===== src/verilog/reset_watchdog_pkg.sv =====
/*
 * Package for the reset and watchdog unit: register offset, field layout,
 * reset values, timing counts and shared types.
 * Assumes a single 40 MHz clock and a plain strobe-based register port.
 */
package reset_watchdog_pkg;

    // ----------------------------------------------------------------
    // register map
    // ----------------------------------------------------------------
    localparam logic [7:0] WDOG_OFFSET      = 8'hD8;
    localparam logic [7:0] WDOG_RESET_VALUE = 8'hFE;
    localparam int         ACTIVE_BIT       = 0;
    localparam int         SOFT_RESET_BIT   = 1;
    localparam int         COUNT_FIELD_LO   = 2;
    localparam int         COUNT_FIELD_HI   = 7;
    localparam logic [7:0] UNMAPPED_READ    = 8'h00;

    // ----------------------------------------------------------------
    // timing and core values
    // ----------------------------------------------------------------
    localparam int          CLOCK_MHZ        = 40;
    localparam int          STRETCH_CYCLES   = 2048;
    localparam int          STRETCH_WIDTH    = 12;
    localparam int          PRESCALE_DIVIDE  = 12;
    localparam logic [3:0]  PRESCALE_LAST    = 4'(PRESCALE_DIVIDE - 1);
    localparam logic [11:0] STRETCH_LAST     =
        12'(STRETCH_CYCLES - 1);
    localparam logic [11:0] RESET_VECTOR     = 12'hFFE;

    // ----------------------------------------------------------------
    // shared types
    // ----------------------------------------------------------------
    typedef enum logic [1:0] {
        MODE_RUN,
        MODE_WAIT,
        MODE_STOP
    } power_mode_type;

    typedef struct packed {
        logic [7:0] addr;
        logic [7:0] wdata;
        logic       wr;
        logic       rd;
    } reg_req_type;

    typedef struct packed {
        logic       hardwareActivation;
        logic       pinGatedStop;
    } chip_option_type;

    typedef struct packed {
        logic        coreResetActive;
        logic        ioPullupInputs;
        logic        oscRestart;
        logic        stackClear;
        logic        nmiModeSet;
        logic [11:0] pcLoad;
    } reset_ctrl_type;

endpackage : reset_watchdog_pkg


===== src/verilog/reset_stretcher.sv =====
/*
 * Reset stretcher: merges reset sources and holds the internal reset
 * for a fixed count after all sources are gone.
 * Assumes sources are synchronous levels or pulses on mclk.
 */
`timescale 1ns/1ps
module reset_stretcher
(
    // clock and reset
    input  wire logic mclk,
    input  wire logic rst_b,
    // sources
    input  wire logic pinResetLow,
    input  wire logic watchdogFire,
    // result
    output logic      internalReset
);
    import reset_watchdog_pkg::*;

    logic [11:0] holdCount_reg;
    logic        anySource;

    // ----------------------------------------------------------------
    // source merge
    // ----------------------------------------------------------------
    assign anySource = pinResetLow | watchdogFire;

    // power-on (rst_b) and sources restart the count; a one-cycle pulse
    // still yields the full hold, so short pin glitches are complete
    always_ff @(posedge mclk or negedge rst_b)
    begin
        if (!rst_b)
        begin
            holdCount_reg <= 12'h000;
            internalReset <= 1'b1;
        end
        else if (anySource)
        begin
            holdCount_reg <= 12'h000;
            internalReset <= 1'b1;
        end
        else if (internalReset)
        begin
            if (holdCount_reg == STRETCH_LAST)
                internalReset <= 1'b0;
            else
                holdCount_reg <= holdCount_reg + 12'h001;
        end
    end

    a_stretch_hold : assert property (@(posedge mclk) disable iff (!rst_b)
        $fell(anySource) |-> internalReset [*8])
        else $error("reset released too early");
    a_source_holds : assert property (@(posedge mclk) disable iff (!rst_b)
        anySource |=> internalReset)
        else $error("reset not held by source");

endmodule : reset_stretcher


===== src/verilog/watchdog_prescaler.sv =====
/*
 * Divide-by-twelve tick generator for the watchdog counter.
 * Assumes clear restarts the phase so a reload counts a full period.
 */
`timescale 1ns/1ps
module watchdog_prescaler
(
    // clock and reset
    input  wire logic mclk,
    input  wire logic rst_b,
    // control
    input  wire logic clear,
    input  wire logic hold,
    // output
    output logic      tick
);
    import reset_watchdog_pkg::*;

    logic [3:0] phase_reg;

    // ----------------------------------------------------------------
    // divider
    // ----------------------------------------------------------------
    always_ff @(posedge mclk or negedge rst_b)
    begin
        if (!rst_b)
        begin
            phase_reg <= 4'h0;
            tick      <= 1'b0;
        end
        else if (clear)
        begin
            phase_reg <= 4'h0;
            tick      <= 1'b0;
        end
        else if (hold)
            tick <= 1'b0;               // frozen while stopped
        else if (phase_reg == PRESCALE_LAST)
        begin
            phase_reg <= 4'h0;
            tick      <= 1'b1;
        end
        else
        begin
            phase_reg <= phase_reg + 4'h1;
            tick      <= 1'b0;
        end
    end

    a_tick_spacing : assert property (@(posedge mclk) disable iff (!rst_b)
        tick |=> !tick [*8])
        else $error("ticks too close");

endmodule : watchdog_prescaler


===== src/verilog/reset_and_watchdog_unit.sv =====
/*
 * Reset generation and digital watchdog: merges pin, power-on and
 * watchdog reset, stretches it, drives core reset controls, and holds
 * the watchdog register and downcounter.
 * Assumes a synchronous reset pin, a core that reports stop/wait
 * requests and interrupt wake, and chip options as static inputs.
 */
`timescale 1ns/1ps
module reset_and_watchdog_unit
(
    // clock and power-on reset
    input  wire logic                              mclk,
    input  wire logic                              rst_b,
    // external pins
    input  wire logic                              resetPin_b,
    input  wire logic                              nmiPin,
    // chip options
    input  wire reset_watchdog_pkg::chip_option_type options,
    // register port
    input  wire reset_watchdog_pkg::reg_req_type   regReq,
    output logic [7:0]                             regRdata,
    // core power control
    input  wire logic                              stopRequest,
    input  wire logic                              waitRequest,
    input  wire logic                              wakeInterrupt,
    input  wire logic                              returnFromInterrupt,
    output reset_watchdog_pkg::power_mode_type     powerMode,
    output logic                                   stopAllowed,
    // core reset controls
    output reset_watchdog_pkg::reset_ctrl_type     resetCtrl,
    output logic                                   nmiMode
);
    import reset_watchdog_pkg::*;

    // ----------------------------------------------------------------
    // declarations
    // ----------------------------------------------------------------
    logic [6:0] counter_reg;
    logic       active_reg;
    logic       internalReset;
    logic       watchdogFire_reg;
    logic       tick;
    logic       regWrite;
    logic       regRead;
    logic       frozen;
    logic       activeNow;
    logic       stopGranted;
    logic [6:0] counterNext;
    logic [7:0] regView;

    // reversed mapping between register field and counter bits
    function automatic logic [5:0] reverse6(input logic [5:0] v);
        logic [5:0] r;
        r = 6'h00;
        for (int i = 0; i < 6; i++)
            r[i] = v[5 - i];
        return r;
    endfunction : reverse6

    assign regWrite  = regReq.wr && (regReq.addr == WDOG_OFFSET);
    assign regRead   = regReq.rd;
    assign activeNow = active_reg | options.hardwareActivation;

    // ----------------------------------------------------------------
    // reset merge and stretch
    // ----------------------------------------------------------------
    reset_stretcher stretch_inst
    (
        .mclk          (mclk),
        .rst_b         (rst_b),
        .pinResetLow   (!resetPin_b),
        .watchdogFire  (watchdogFire_reg),
        .internalReset (internalReset)
    );

    // ----------------------------------------------------------------
    // prescaler
    // ----------------------------------------------------------------
    watchdog_prescaler prescale_inst
    (
        .mclk  (mclk),
        .rst_b (rst_b),
        .clear (internalReset | regWrite),
        .hold  (frozen),
        .tick  (tick)
    );

    // ----------------------------------------------------------------
    // stop gating
    // ----------------------------------------------------------------
    // stop only when no live watchdog, or when the nmi pin permits it
    always_comb
    begin
        if (!activeNow)
            stopGranted = 1'b1;
        else if (options.pinGatedStop)
            stopGranted = nmiPin;
        else
            stopGranted = 1'b0;
    end

    // power mode: stop degrades to wait when not granted
    always_ff @(posedge mclk or negedge rst_b)
    begin
        if (!rst_b)
            powerMode <= MODE_RUN;
        else if (internalReset)
            powerMode <= MODE_RUN;
        else
        begin
            unique case (powerMode)
                MODE_RUN:
                    if (stopRequest)
                        powerMode <= stopGranted ? MODE_STOP
                                                 : MODE_WAIT;
                    else if (waitRequest)
                        powerMode <= MODE_WAIT;
                MODE_WAIT:
                    if (wakeInterrupt)
                        powerMode <= MODE_RUN;
                MODE_STOP:
                    if (wakeInterrupt)
                        powerMode <= MODE_RUN;
                default:
                    powerMode <= MODE_RUN;
            endcase
        end
    end

    assign frozen = (powerMode == MODE_STOP);

    always_ff @(posedge mclk or negedge rst_b)
    begin
        if (!rst_b)
            stopAllowed <= 1'b0;
        else
            stopAllowed <= stopGranted;
    end

    // ----------------------------------------------------------------
    // watchdog register and downcounter
    // ----------------------------------------------------------------
    always_comb
    begin
        counterNext = counter_reg - 7'h01;
        if (regWrite)
            counterNext = {regReq.wdata[SOFT_RESET_BIT],
                           reverse6(regReq.wdata[COUNT_FIELD_HI:
                                                 COUNT_FIELD_LO])};
        else if (!tick)
            counterNext = counter_reg;
    end

    // counter reset is taken from the internal reset too
    always_ff @(posedge mclk or negedge rst_b)
    begin
        if (!rst_b)
            counter_reg <= {WDOG_RESET_VALUE[SOFT_RESET_BIT],
                            reverse6(WDOG_RESET_VALUE[COUNT_FIELD_HI:
                                                      COUNT_FIELD_LO])};
        else if (internalReset)
            counter_reg <= {WDOG_RESET_VALUE[SOFT_RESET_BIT],
                            reverse6(WDOG_RESET_VALUE[COUNT_FIELD_HI:
                                                      COUNT_FIELD_LO])};
        else
            counter_reg <= counterNext;
    end

    // activation is sticky: only a reset clears it
    always_ff @(posedge mclk or negedge rst_b)
    begin
        if (!rst_b)
            active_reg <= WDOG_RESET_VALUE[ACTIVE_BIT];
        else if (internalReset)
            active_reg <= WDOG_RESET_VALUE[ACTIVE_BIT];
        else if (regWrite && regReq.wdata[ACTIVE_BIT])
            active_reg <= 1'b1;
    end

    // fire while active when bit 6 falls or on software-reset clear
    always_ff @(posedge mclk or negedge rst_b)
    begin
        if (!rst_b)
            watchdogFire_reg <= 1'b0;
        else if (internalReset)
            watchdogFire_reg <= 1'b0;
        else
            watchdogFire_reg <= activeNow
                && ((counter_reg[6] && !counterNext[6])
                    || (regWrite
                        && !regReq.wdata[SOFT_RESET_BIT]));
    end

    // ----------------------------------------------------------------
    // read path
    // ----------------------------------------------------------------
    assign regView = {reverse6(counter_reg[5:0]), counter_reg[6],
                      activeNow};

    // data stand the cycle after the strobe; unmapped reads as zero
    always_ff @(posedge mclk or negedge rst_b)
    begin
        if (!rst_b)
            regRdata <= UNMAPPED_READ;
        else if (regRead && regReq.addr == WDOG_OFFSET)
            regRdata <= regView;
        else
            regRdata <= UNMAPPED_READ;
    end

    // ----------------------------------------------------------------
    // core reset controls
    // ----------------------------------------------------------------
    always_ff @(posedge mclk or negedge rst_b)
    begin
        if (!rst_b)
            resetCtrl <= '{1'b1, 1'b1, 1'b1, 1'b1, 1'b1, RESET_VECTOR};
        else
        begin
            resetCtrl.coreResetActive <= internalReset;
            resetCtrl.ioPullupInputs  <= internalReset;
            resetCtrl.oscRestart      <= internalReset;
            resetCtrl.stackClear      <= internalReset;
            resetCtrl.nmiModeSet      <= internalReset;
            resetCtrl.pcLoad          <= RESET_VECTOR;
        end
    end

    // nonmaskable mode until the first return from interrupt
    always_ff @(posedge mclk or negedge rst_b)
    begin
        if (!rst_b)
            nmiMode <= 1'b1;
        else if (internalReset)
            nmiMode <= 1'b1;
        else if (returnFromInterrupt)
            nmiMode <= 1'b0;
    end

    // ----------------------------------------------------------------
    // assertions
    // ----------------------------------------------------------------
    a_pin_holds_reset : assert property (@(posedge mclk) disable iff (!rst_b)
        !resetPin_b |=> ##1 resetCtrl.coreResetActive)
        else $error("pin low did not hold reset");
    a_soft_reset_fires : assert property (@(posedge mclk)
        disable iff (!rst_b)
        regWrite && activeNow && !regReq.wdata[SOFT_RESET_BIT]
            && !internalReset |=> watchdogFire_reg)
        else $error("software reset bit clear did not fire");
    a_active_sticky : assert property (@(posedge mclk) disable iff (!rst_b)
        active_reg && !internalReset |=> active_reg)
        else $error("activation dropped without reset");
    a_inactive_silent : assert property (@(posedge mclk)
        disable iff (!rst_b)
        !activeNow |=> !watchdogFire_reg)
        else $error("inactive watchdog fired");
    a_freeze_in_stop : assert property (@(posedge mclk)
        disable iff (!rst_b)
        frozen && $past(frozen) && !regWrite && !internalReset
            |=> counter_reg == $past(counter_reg))
        else $error("counter moved while stopped");
    a_hw_no_stop : assert property (@(posedge mclk) disable iff (!rst_b)
        options.hardwareActivation && !options.pinGatedStop
            |-> !stopGranted)
        else $error("stop granted with hardware watchdog");
    a_fire_resets : assert property (@(posedge mclk) disable iff (!rst_b)
        watchdogFire_reg |=> ##1 resetCtrl.coreResetActive
            && resetCtrl.pcLoad == RESET_VECTOR)
        else $error("timeout did not reset core");
    a_reset_nmi_mode : assert property (@(posedge mclk)
        disable iff (!rst_b)
        internalReset |=> nmiMode)
        else $error("reset did not set nmi mode");
    a_write_loads : assert property (@(posedge mclk) disable iff (!rst_b)
        regWrite && !internalReset
            |=> counter_reg[5:0] == reverse6($past(regReq.wdata[7:2])))
        else $error("write did not load counter");
    a_reset_value : assert property (@(posedge mclk) disable iff (!rst_b)
        $fell(internalReset)
            |-> {regView[7:1], active_reg} == WDOG_RESET_VALUE)
        else $error("register reset value wrong");

    c_timeout   : cover property (@(posedge mclk) watchdogFire_reg);
    c_stop_wake : cover property (@(posedge mclk)
        frozen ##1 !frozen);
    c_activate  : cover property (@(posedge mclk) $rose(active_reg));
    c_pin_reset : cover property (@(posedge mclk) $fell(resetPin_b));

endmodule : reset_and_watchdog_unit


===== config.mk =====
export PLATFORM = sky130hd
export DESIGN_NAME = reset_and_watchdog_unit
export DESIGN_NICKNAME = d
export VERILOG_FILES = /design/src/verilog/reset_watchdog_pkg.sv /design/src/verilog/reset_stretcher.sv /design/src/verilog/watchdog_prescaler.sv /design/src/verilog/reset_and_watchdog_unit.sv
export SDC_FILE = /design/constraint.sdc
export NUM_CORES = 1
export LEC_CHECK = 0
export BUFFER_PORTS_ARGS = -buffer_cell sky130_fd_sc_hd__clkbuf_2
export CORE_MARGIN = 2
export CORE_UTILIZATION = 40
export CTS_CLUSTER_SIZE = 25
export DETAILED_ROUTE_END_ITERATION = 8
export PLACE_DENSITY = 0.72
export SLEW_MARGIN = 40
export SYNTH_ARGS = -nofsm -noshare
export SYNTH_HDL_FRONTEND = slang
export SYNTH_SLANG_ARGS = --single-unit

===== constraint.sdc =====
create_clock -name mclk -period 3.06 [get_ports mclk]
set_input_delay 0.306 -clock mclk [delete_from_list [all_inputs] [get_ports mclk]]
set_output_delay 0.306 -clock mclk [all_outputs]
set_load 0.02 [all_outputs]

==> key figures, run 1 <==
Logic synthesis
  • Cell Area, Synth: 2160 um2
  • Distinct cells, synth: 51
  • Syn. warnings: 0
  • Syn Inst Count: 210
  • Post-synth EDFFs: 0
  • Register area share after synthesis: 0.469
  • Main synth FF type: dfrtp_1
  • Avg Synthesized Cell Area: 10.3 um2
  • FFs w/ async S/R, synth: 1.00
  • FF+latch count, synth: 40

Final layout
  • Final Util: 0.480
  • Layout cells sized above 1: 0.290
  • Commonest non-fill, non-tap cell in the layout: clkbuf_2
  • Finished Layout Cells: 322
  • Final Cell Area: 2480 um2
  • Max reg flops: 12
  • Final #Nets: ~280
  • Ant diodes: 0
  • Filler Cell Count: 480
  • P&R area growth vs syn: 14.9%
  • Commonest non-fill, non-tap cells in the layout: clkbuf_2, dfrtp_1, nor2_1, nand2_1

Route
  • WL/cell: 12.0 um
  • DRT iter0 DRCs: 106
  • Via-to-Cell Ratio: 4.89
  • WL final: 3.86 mm
  • Post-route DRC: 0
  • Initial DRT Pass Iterations: 4
  • Final antenna-violating net count: 0
  • Via Count: 1573

STA
  • Fin crit share: 0.669
  • Setup TNS Final: 0 ps
  • Max Slew Vio Count: 0
  • Max Clock Freq: 489 MHz
  • Worst Max-Slew Pin Slew: 723 ps
  • RSZ-0062 raised after global routing: false
  • Final Hold Viols: 0
  • Rel. slew slack: 0.514
  • Period minus WS final: approximately 2000 ps
  • Final Setup Violations: 0
  • Worst hold slack: around 1.1 ps
  • Post-route clock skew: around 7.6 ps

Setup path
  • Worst r2r dst: stretch_inst.holdCount_reg[11]$_DFFE_PN0P_
  • Cells on worst reg2reg path: 4
  • Crit end category: flop
  • Crit start category: flop
  • Worst Path Class, Setup: flop to flop
  • Worst Path Required: ~3200 ps
  • Worst reg2reg setup slack: 1010 ps
  • Slowest stage delay, CP: between 700 and 800 ps
  • Buf+Inv Stages, Crit Path: 0
  • Arrival @ worst endpoint: around 2200 ps
  • CP Max Fanout: 21
  • Reg2reg start: stretch_inst.internalReset$_DFF_PN1_
  • Cell family with most CP delay: flip-flops
  • Critical path, cell by cell: nand4_1, a2111oi_4, a31o_2, a21oi_1
  • Slowest stage cell on the critical path: dfstp_2

Floorplan
  • Initial Util: 0.418
  • Row count: 26
  • CORE AREA: 5170 um2
  • Die height: 77.5 um
  • Die X: 77.5 um
  • IO Count: 57
  • Die footprint: roughly 6000 um2

Flow run
  • Maxcap violations: 0

Power
  • Clock power frac: 0.425
  • Gate power share: 0.060
  • PwrDens: ~420 nW/um2
  • Maximum vdd drop: around 170 uV
  • Sw Pwr: 243 uW
  • Leak pwr: 0.00116 uW
  • Switching Fraction: 0.233
  • Part of the power in registers: 0.515
  • Internal: 799 uW

Clocking
  • CTS hold repair buffers: 0
  • Bufs on Longest Clock Path: 2
  • CTS H-tree lvls: 2
  • TritonCTS Buffers: 5
  • Root Driver: clkbuf_8
  • Post-CTS Resized: 0
  • Postcts setup bufs: 0
  • CTS tree: done
  • Number of clock sinks: 40
  • Clock slew at reported path FFs: 80 ps
  • Clk_lat worst skew: roughly 300 ps

Worst hold path
  • Worst min-delay path category: input pin to asynchronous set/reset pin

Placement
  • I/O Buffers: 44
  • Post-Place Cell Area: around 2400 um2
  • Placed insts: 314
  • GPL Wtd Cong: 0.812
  • Dpl hpwl: about 2.9 mm

GRT
  • Tot GR Track Use: 0.142
  • GR peak layer: met2
  • Total grt overflow: 0
  • Largest net degree at the start of global routing: 41
  • Global-route wire length before repair: 6.79 mm
  • Number of global-route vias before repair: between 1k and 1.5k
  • Global routing met1 resource utilization: 0.197
  • M3 GR Usage: 0.0291
  • Initial antenna violation count: 0
  • Grt met2 use: 0.217

Outcome
  • Status: finished clean
[Yosys cell counts (4+ instances only)]
cell type	number	share of area
nor2_1	19	0.033
nand2_1	15	0.026
inv_1	9	0.016
and3_1	7	0.020
nor3_1	4	0.0093
mux2i_1	7	0.032
buf_4	16	0.056
xnor2_1	4	0.016
dfrtp_1	30	0.35
a21oi_1	12	0.028
nand4_1	4	0.012
dfstp_2	10	0.12
nand2b_1	7	0.020
ha_1	5	0.029
o21ai_0	6	0.014
[metrics by stage]
stage	setup slack (ps)	total power, uW
5_1_grt	844	1090
4_1_cts	1010	1050
6_report	1010	1040
3_3_place_gp	1120	609
2_1_floorplan	1480	587
3_5_place_dp	1030	610
[metal layers]
layer | vias up | wire length [um]
li1 | 787 | -
met1 | 736 | 1860
met2 | 42 | 1750
met3 | 8 | 157
met4 | 0 | 84
met5 | - | 0
[cell type report]
cell class	count	area, um2	area share
Sequential cell	40	1010	0.408
Multi-Input combinational cell	150	1000	0.404
Timing Repair Buffer	45	230	0.0926
Tap cell	70	87.6	0.0352
Clock buffer	5	68.8	0.0277
Clock inverter	3	46.3	0.0186
Inverter	9	33.8	0.0136
[power by group through the flow]
stage	combinational (uW)	sequential [uW]	clock [uW]
2_1_floorplan	40.1	547	0
6_report	62.5	536	443
4_1_cts	63.9	537	453
3_5_place_dp	63.7	546	0
5_1_grt	72.3	537	481
3_3_place_gp	62.8	547	0
[cell families after synthesis]
logic type,Yosys count,share of synthesized area
simple gates,83,0.231
flops,40,0.469
compound gates,35,0.118
buf+inv,30,0.0839
mux,8,0.0376
xor+xnor,7,0.0284
fa+ha+maj,5,0.0289
other cells,2,0.00347
[worst register-to-register path, stage by stage, from the launching register on]
cell       delay (ps)
dfstp_2           780
nand4_1           380
a2111oi_4         490
a31o_2            210
a21oi_1            60
[how the worst max path moves through the flow]
stage,startpoint,end,cells past startpoint,slack (ps)
after global routing,stretch_inst.internalReset$_DFF_PN1_,stretch_inst.holdCount_reg[11]$_DFFE_PN0P_,4,840
final,stretch_inst.internalReset$_DFF_PN1_,stretch_inst.holdCount_reg[11]$_DFFE_PN0P_,4,1010
after global placement,stretch_inst.internalReset$_DFF_PN1_,stretch_inst.holdCount_reg[11]$_DFFE_PN0P_,4,1120
after floorplan,powerMode[0]$_DFFE_PN0P_,prescale_inst.phase_reg[2]$_DFFE_PN0P_,5,1480
after CTS,stretch_inst.internalReset$_DFF_PN1_,stretch_inst.holdCount_reg[11]$_DFFE_PN0P_,4,1010
after detailed placement,stretch_inst.internalReset$_DFF_PN1_,stretch_inst.holdCount_reg[11]$_DFFE_PN0P_,4,1030
Note: power is estimated with default switching activity, not from simulation.
==> inputs of run 2 (changes only) <==
Settings changed: PLACE_DENSITY 0.72 to 0.75.
Clock period 3.06 ns to 1.7 ns, I/O delays scaled along.
==> run 2 against run 1 <==
Compared with the run above:
- final area is 4.9% higher
- critical endpoint is now stretch_inst.holdCount_reg[5]$_DFFE_PN0P_
- combinational power increased by 100%
- critical path type unchanged
- via count grew 4.8%
- largest cell class is now multi-input gates
- power grew 69%
- wire length up 6.2%
- hold slack better by 82 ps
==> key figures, run 2 (synthesized netlist as in run 1, its figures left out) <==
GRT
  • Total grt overflow: 0 (unchanged)
  • Global routing met1 resource utilization: 0.190 (-0.00713)
  • GR peak layer: met2
  • Global-route wire length before repair: 7.16 mm (+5.5%)
  • Grt met2 use: 0.243 (+0.0270)
  • Tot GR Track Use: 0.149 (+0.00717)
  • M3 GR Usage: 0.0430 (+0.0140)
  • Initial antenna violation count: 0 (unchanged)
  • Largest net degree at the start of global routing: 22 (-46%)
  • Number of global-route vias before repair: 1588 (+12%)

Placement
  • GPL Wtd Cong: 0.815 (+0.31%)
  • Dpl hpwl: 3.10 mm (+8.2%)
  • Post-Place Cell Area: 2440 um2 (+3.0%)
  • Pre-CTS WS: 83.2 ps (-945 ps)
  • I/O Buffers: 44 (unchanged)

Power
  • Switching Fraction: 0.242 (+0.00885)
  • Part of the power in registers: 0.550 (+0.035)
  • Clock power frac: 0.379 (-0.046)
  • Sw Pwr: 426 uW (+75%)
  • Internal: 1330 uW (+67%)
  • Total chip power: 1760 uW (+69%)
  • Maximum vdd drop: 286 uV (+68%)
  • Gate power share: 0.071 (+0.011)
  • PwrDens: 675 nW/um2 (+61%)
  • Leak pwr: 0.00123 uW (+5.5%)

Route
  • WL final: 4.10 mm (+6.2%)
  • Post-route DRC: 0 (unchanged)
  • Via-to-Cell Ratio: 4.92 (+0.76%)
  • Via Count: 1649 (+4.8%)
  • DRT iter0 DRCs: 64 (-40%)
  • Initial DRT Pass Iterations: 4 (unchanged)
  • WL/cell: 12.2 um (+2.1%)
  • Final antenna-violating net count: 0 (unchanged)

Final layout
  • Filler Cell Count: 488 (+1.7%)
  • Final Cell Area: 2610 um2 (+4.9%)
  • P&R area growth vs syn: 20.6%
  • Final #Nets: 297 (+4.6%)
  • Commonest non-fill, non-tap cells in the layout: clkbuf_2, dfrtp_1, nor2_1, nand2_1
  • Commonest non-fill, non-tap cell in the layout: clkbuf_2
  • Layout cells sized above 1: 0.347 (+0.0575)
  • Sequential cell area: 1020 um2 (+0.37%)
  • Max reg flops: 12 (unchanged)
  • Multi-input logic area: 1030 um2 (+2.6%)
  • Ant diodes: 0 (unchanged)

Clocking
  • Clock slew at reported path FFs: 80 ps (about the same)
  • CTS H-tree lvls: 2 (unchanged)
  • Number of clock sinks: 40 (unchanged)
  • Bufs on Longest Clock Path: 2 (unchanged)
  • TritonCTS Buffers: 5 (unchanged)
  • Root Driver: clkbuf_8
  • CTS tree: done
  • Clk_lat worst skew: 300 ps (about the same)

Flow run
  • Maxcap violations: 0 (unchanged)

STA
  • Fin crit share: 0.963 (+0.295)
  • Max Slew Vio Count: 0 (unchanged)
  • Fin worst setup slack: 62.6 ps (-951 ps)
  • Setup TNS Final: 0 ps (unchanged)
  • Final Hold Viols: 0 (unchanged)
  • Worst hold slack: 82.8 ps (+81.7 ps)
  • Rel. slew slack: 0.625 (+0.111)
  • Final Setup Violations: 0 (unchanged)
  • Worst Max-Slew Pin Slew: 563 ps (-160 ps)
  • Period minus WS final: 1640 ps (-409 ps)
  • Post-route clock skew: 7.54 ps (-0.0169 ps)
  • Max Clock Freq: 611 MHz (+25%)

Setup path
  • Arrival @ worst endpoint: 1860 ps (-350 ps)
  • Crit end category: flop
  • Worst Path Required: 1930 ps (-1300 ps)
  • Crit start category: flop
  • Worst Path Class, Setup: flop to flop
  • CP Max Fanout: 9 (-57%)

Floorplan
  • Initial Util: 0.418 (unchanged)
  • Die footprint: 6010 um2 (unchanged)
  • Row count: 26 (unchanged)
  • CORE AREA: 5170 um2 (unchanged)
  • Die height: 77.5 um (unchanged)
  • Die X: 77.5 um (unchanged)
  • IO Count: 57 (unchanged)

Worst hold path
  • Worst min-delay path category: input pin to flop

Outcome
  • Status: finished clean
==> run 2: stage by stage <==
stage | std cells | util
finish | 335 | 0.504
global route | 335 | 0.504
CTS | 331 | 0.493
detailed placement | 322 | 0.472
global placement | 322 | 0.472
floorplan | 220 | -
==> run 2: final timing paths <==
kind / startpoint / end / slack, ps / depth (start not counted)
worst max-delay path: stretch_inst.holdCount_reg[0]$_DFFE_PN0P_ / stretch_inst.holdCount_reg[5]$_DFFE_PN0P_ / 60 / 6
worst min-delay path: regReq[8] / counter_reg[1]$_DFFE_PN1P_ / 80 / 2
worst max register to register: stretch_inst.holdCount_reg[0]$_DFFE_PN0P_ / stretch_inst.holdCount_reg[5]$_DFFE_PN0P_ / 60 / 6
worst min register to register: prescale_inst.phase_reg[2]$_DFFE_PN0P_ / prescale_inst.tick$_DFF_PN0_ / 520 / 1
max in group asynchronous: rst_b / counter_reg[6]$_DFF_PN1_ / 720 / 3
min in group asynchronous: rst_b / active_reg$_DFFE_PN0P_ / 400 / 2
==> run 2: power by group through the flow <==
stage | clock network, uW | logic, uW | registers [uW]
after global placement | 0 | 120 | 983
after detailed placement | 0 | 122 | 983
after CTS | 691 | 124 | 965
after floorplan | 0 | 72.2 | 985
after global routing | 729 | 144 | 969
final | 667 | 126 | 968
==> run 2: cell type report <==
type / instances / share of cell area
Sequential cell: 40 / 0.390
Tap cell: 70 / 0.0336
Inverter: 9 / 0.0130
Multi-Input combinational cell: 150 / 0.395
Clock inverter: 2 / 0.00576
Timing Repair Buffer: 58 / 0.131
Clock buffer: 6 / 0.0317
==> run 2: timing repair <==
item | 4_1_cts | 5_1_grt
gates resized for setup | 0 | 9
buffers inserted | 0 | 4
hold buffers | 1 | 0
hold endpoints to repair | 14 | 0
endpoints found under the setup margin | 0 | 6
==> run 2: critical path, cell delays in order (launching register included) <==
cell     delay, ps
dfrtp_1        430
ha_4           200
nand2_4         90
nor4_4          50
buf_4          160
or4_1          490
a21oi_2        150
==> run 2: metal layers <==
layer | vias to the layer above | routed length, um
met4 | 0 | 58
met3 | 7 | 178
met2 | 37 | 2010
met1 | 793 | 1850
li1 | 812 | -
met5 | - | 0
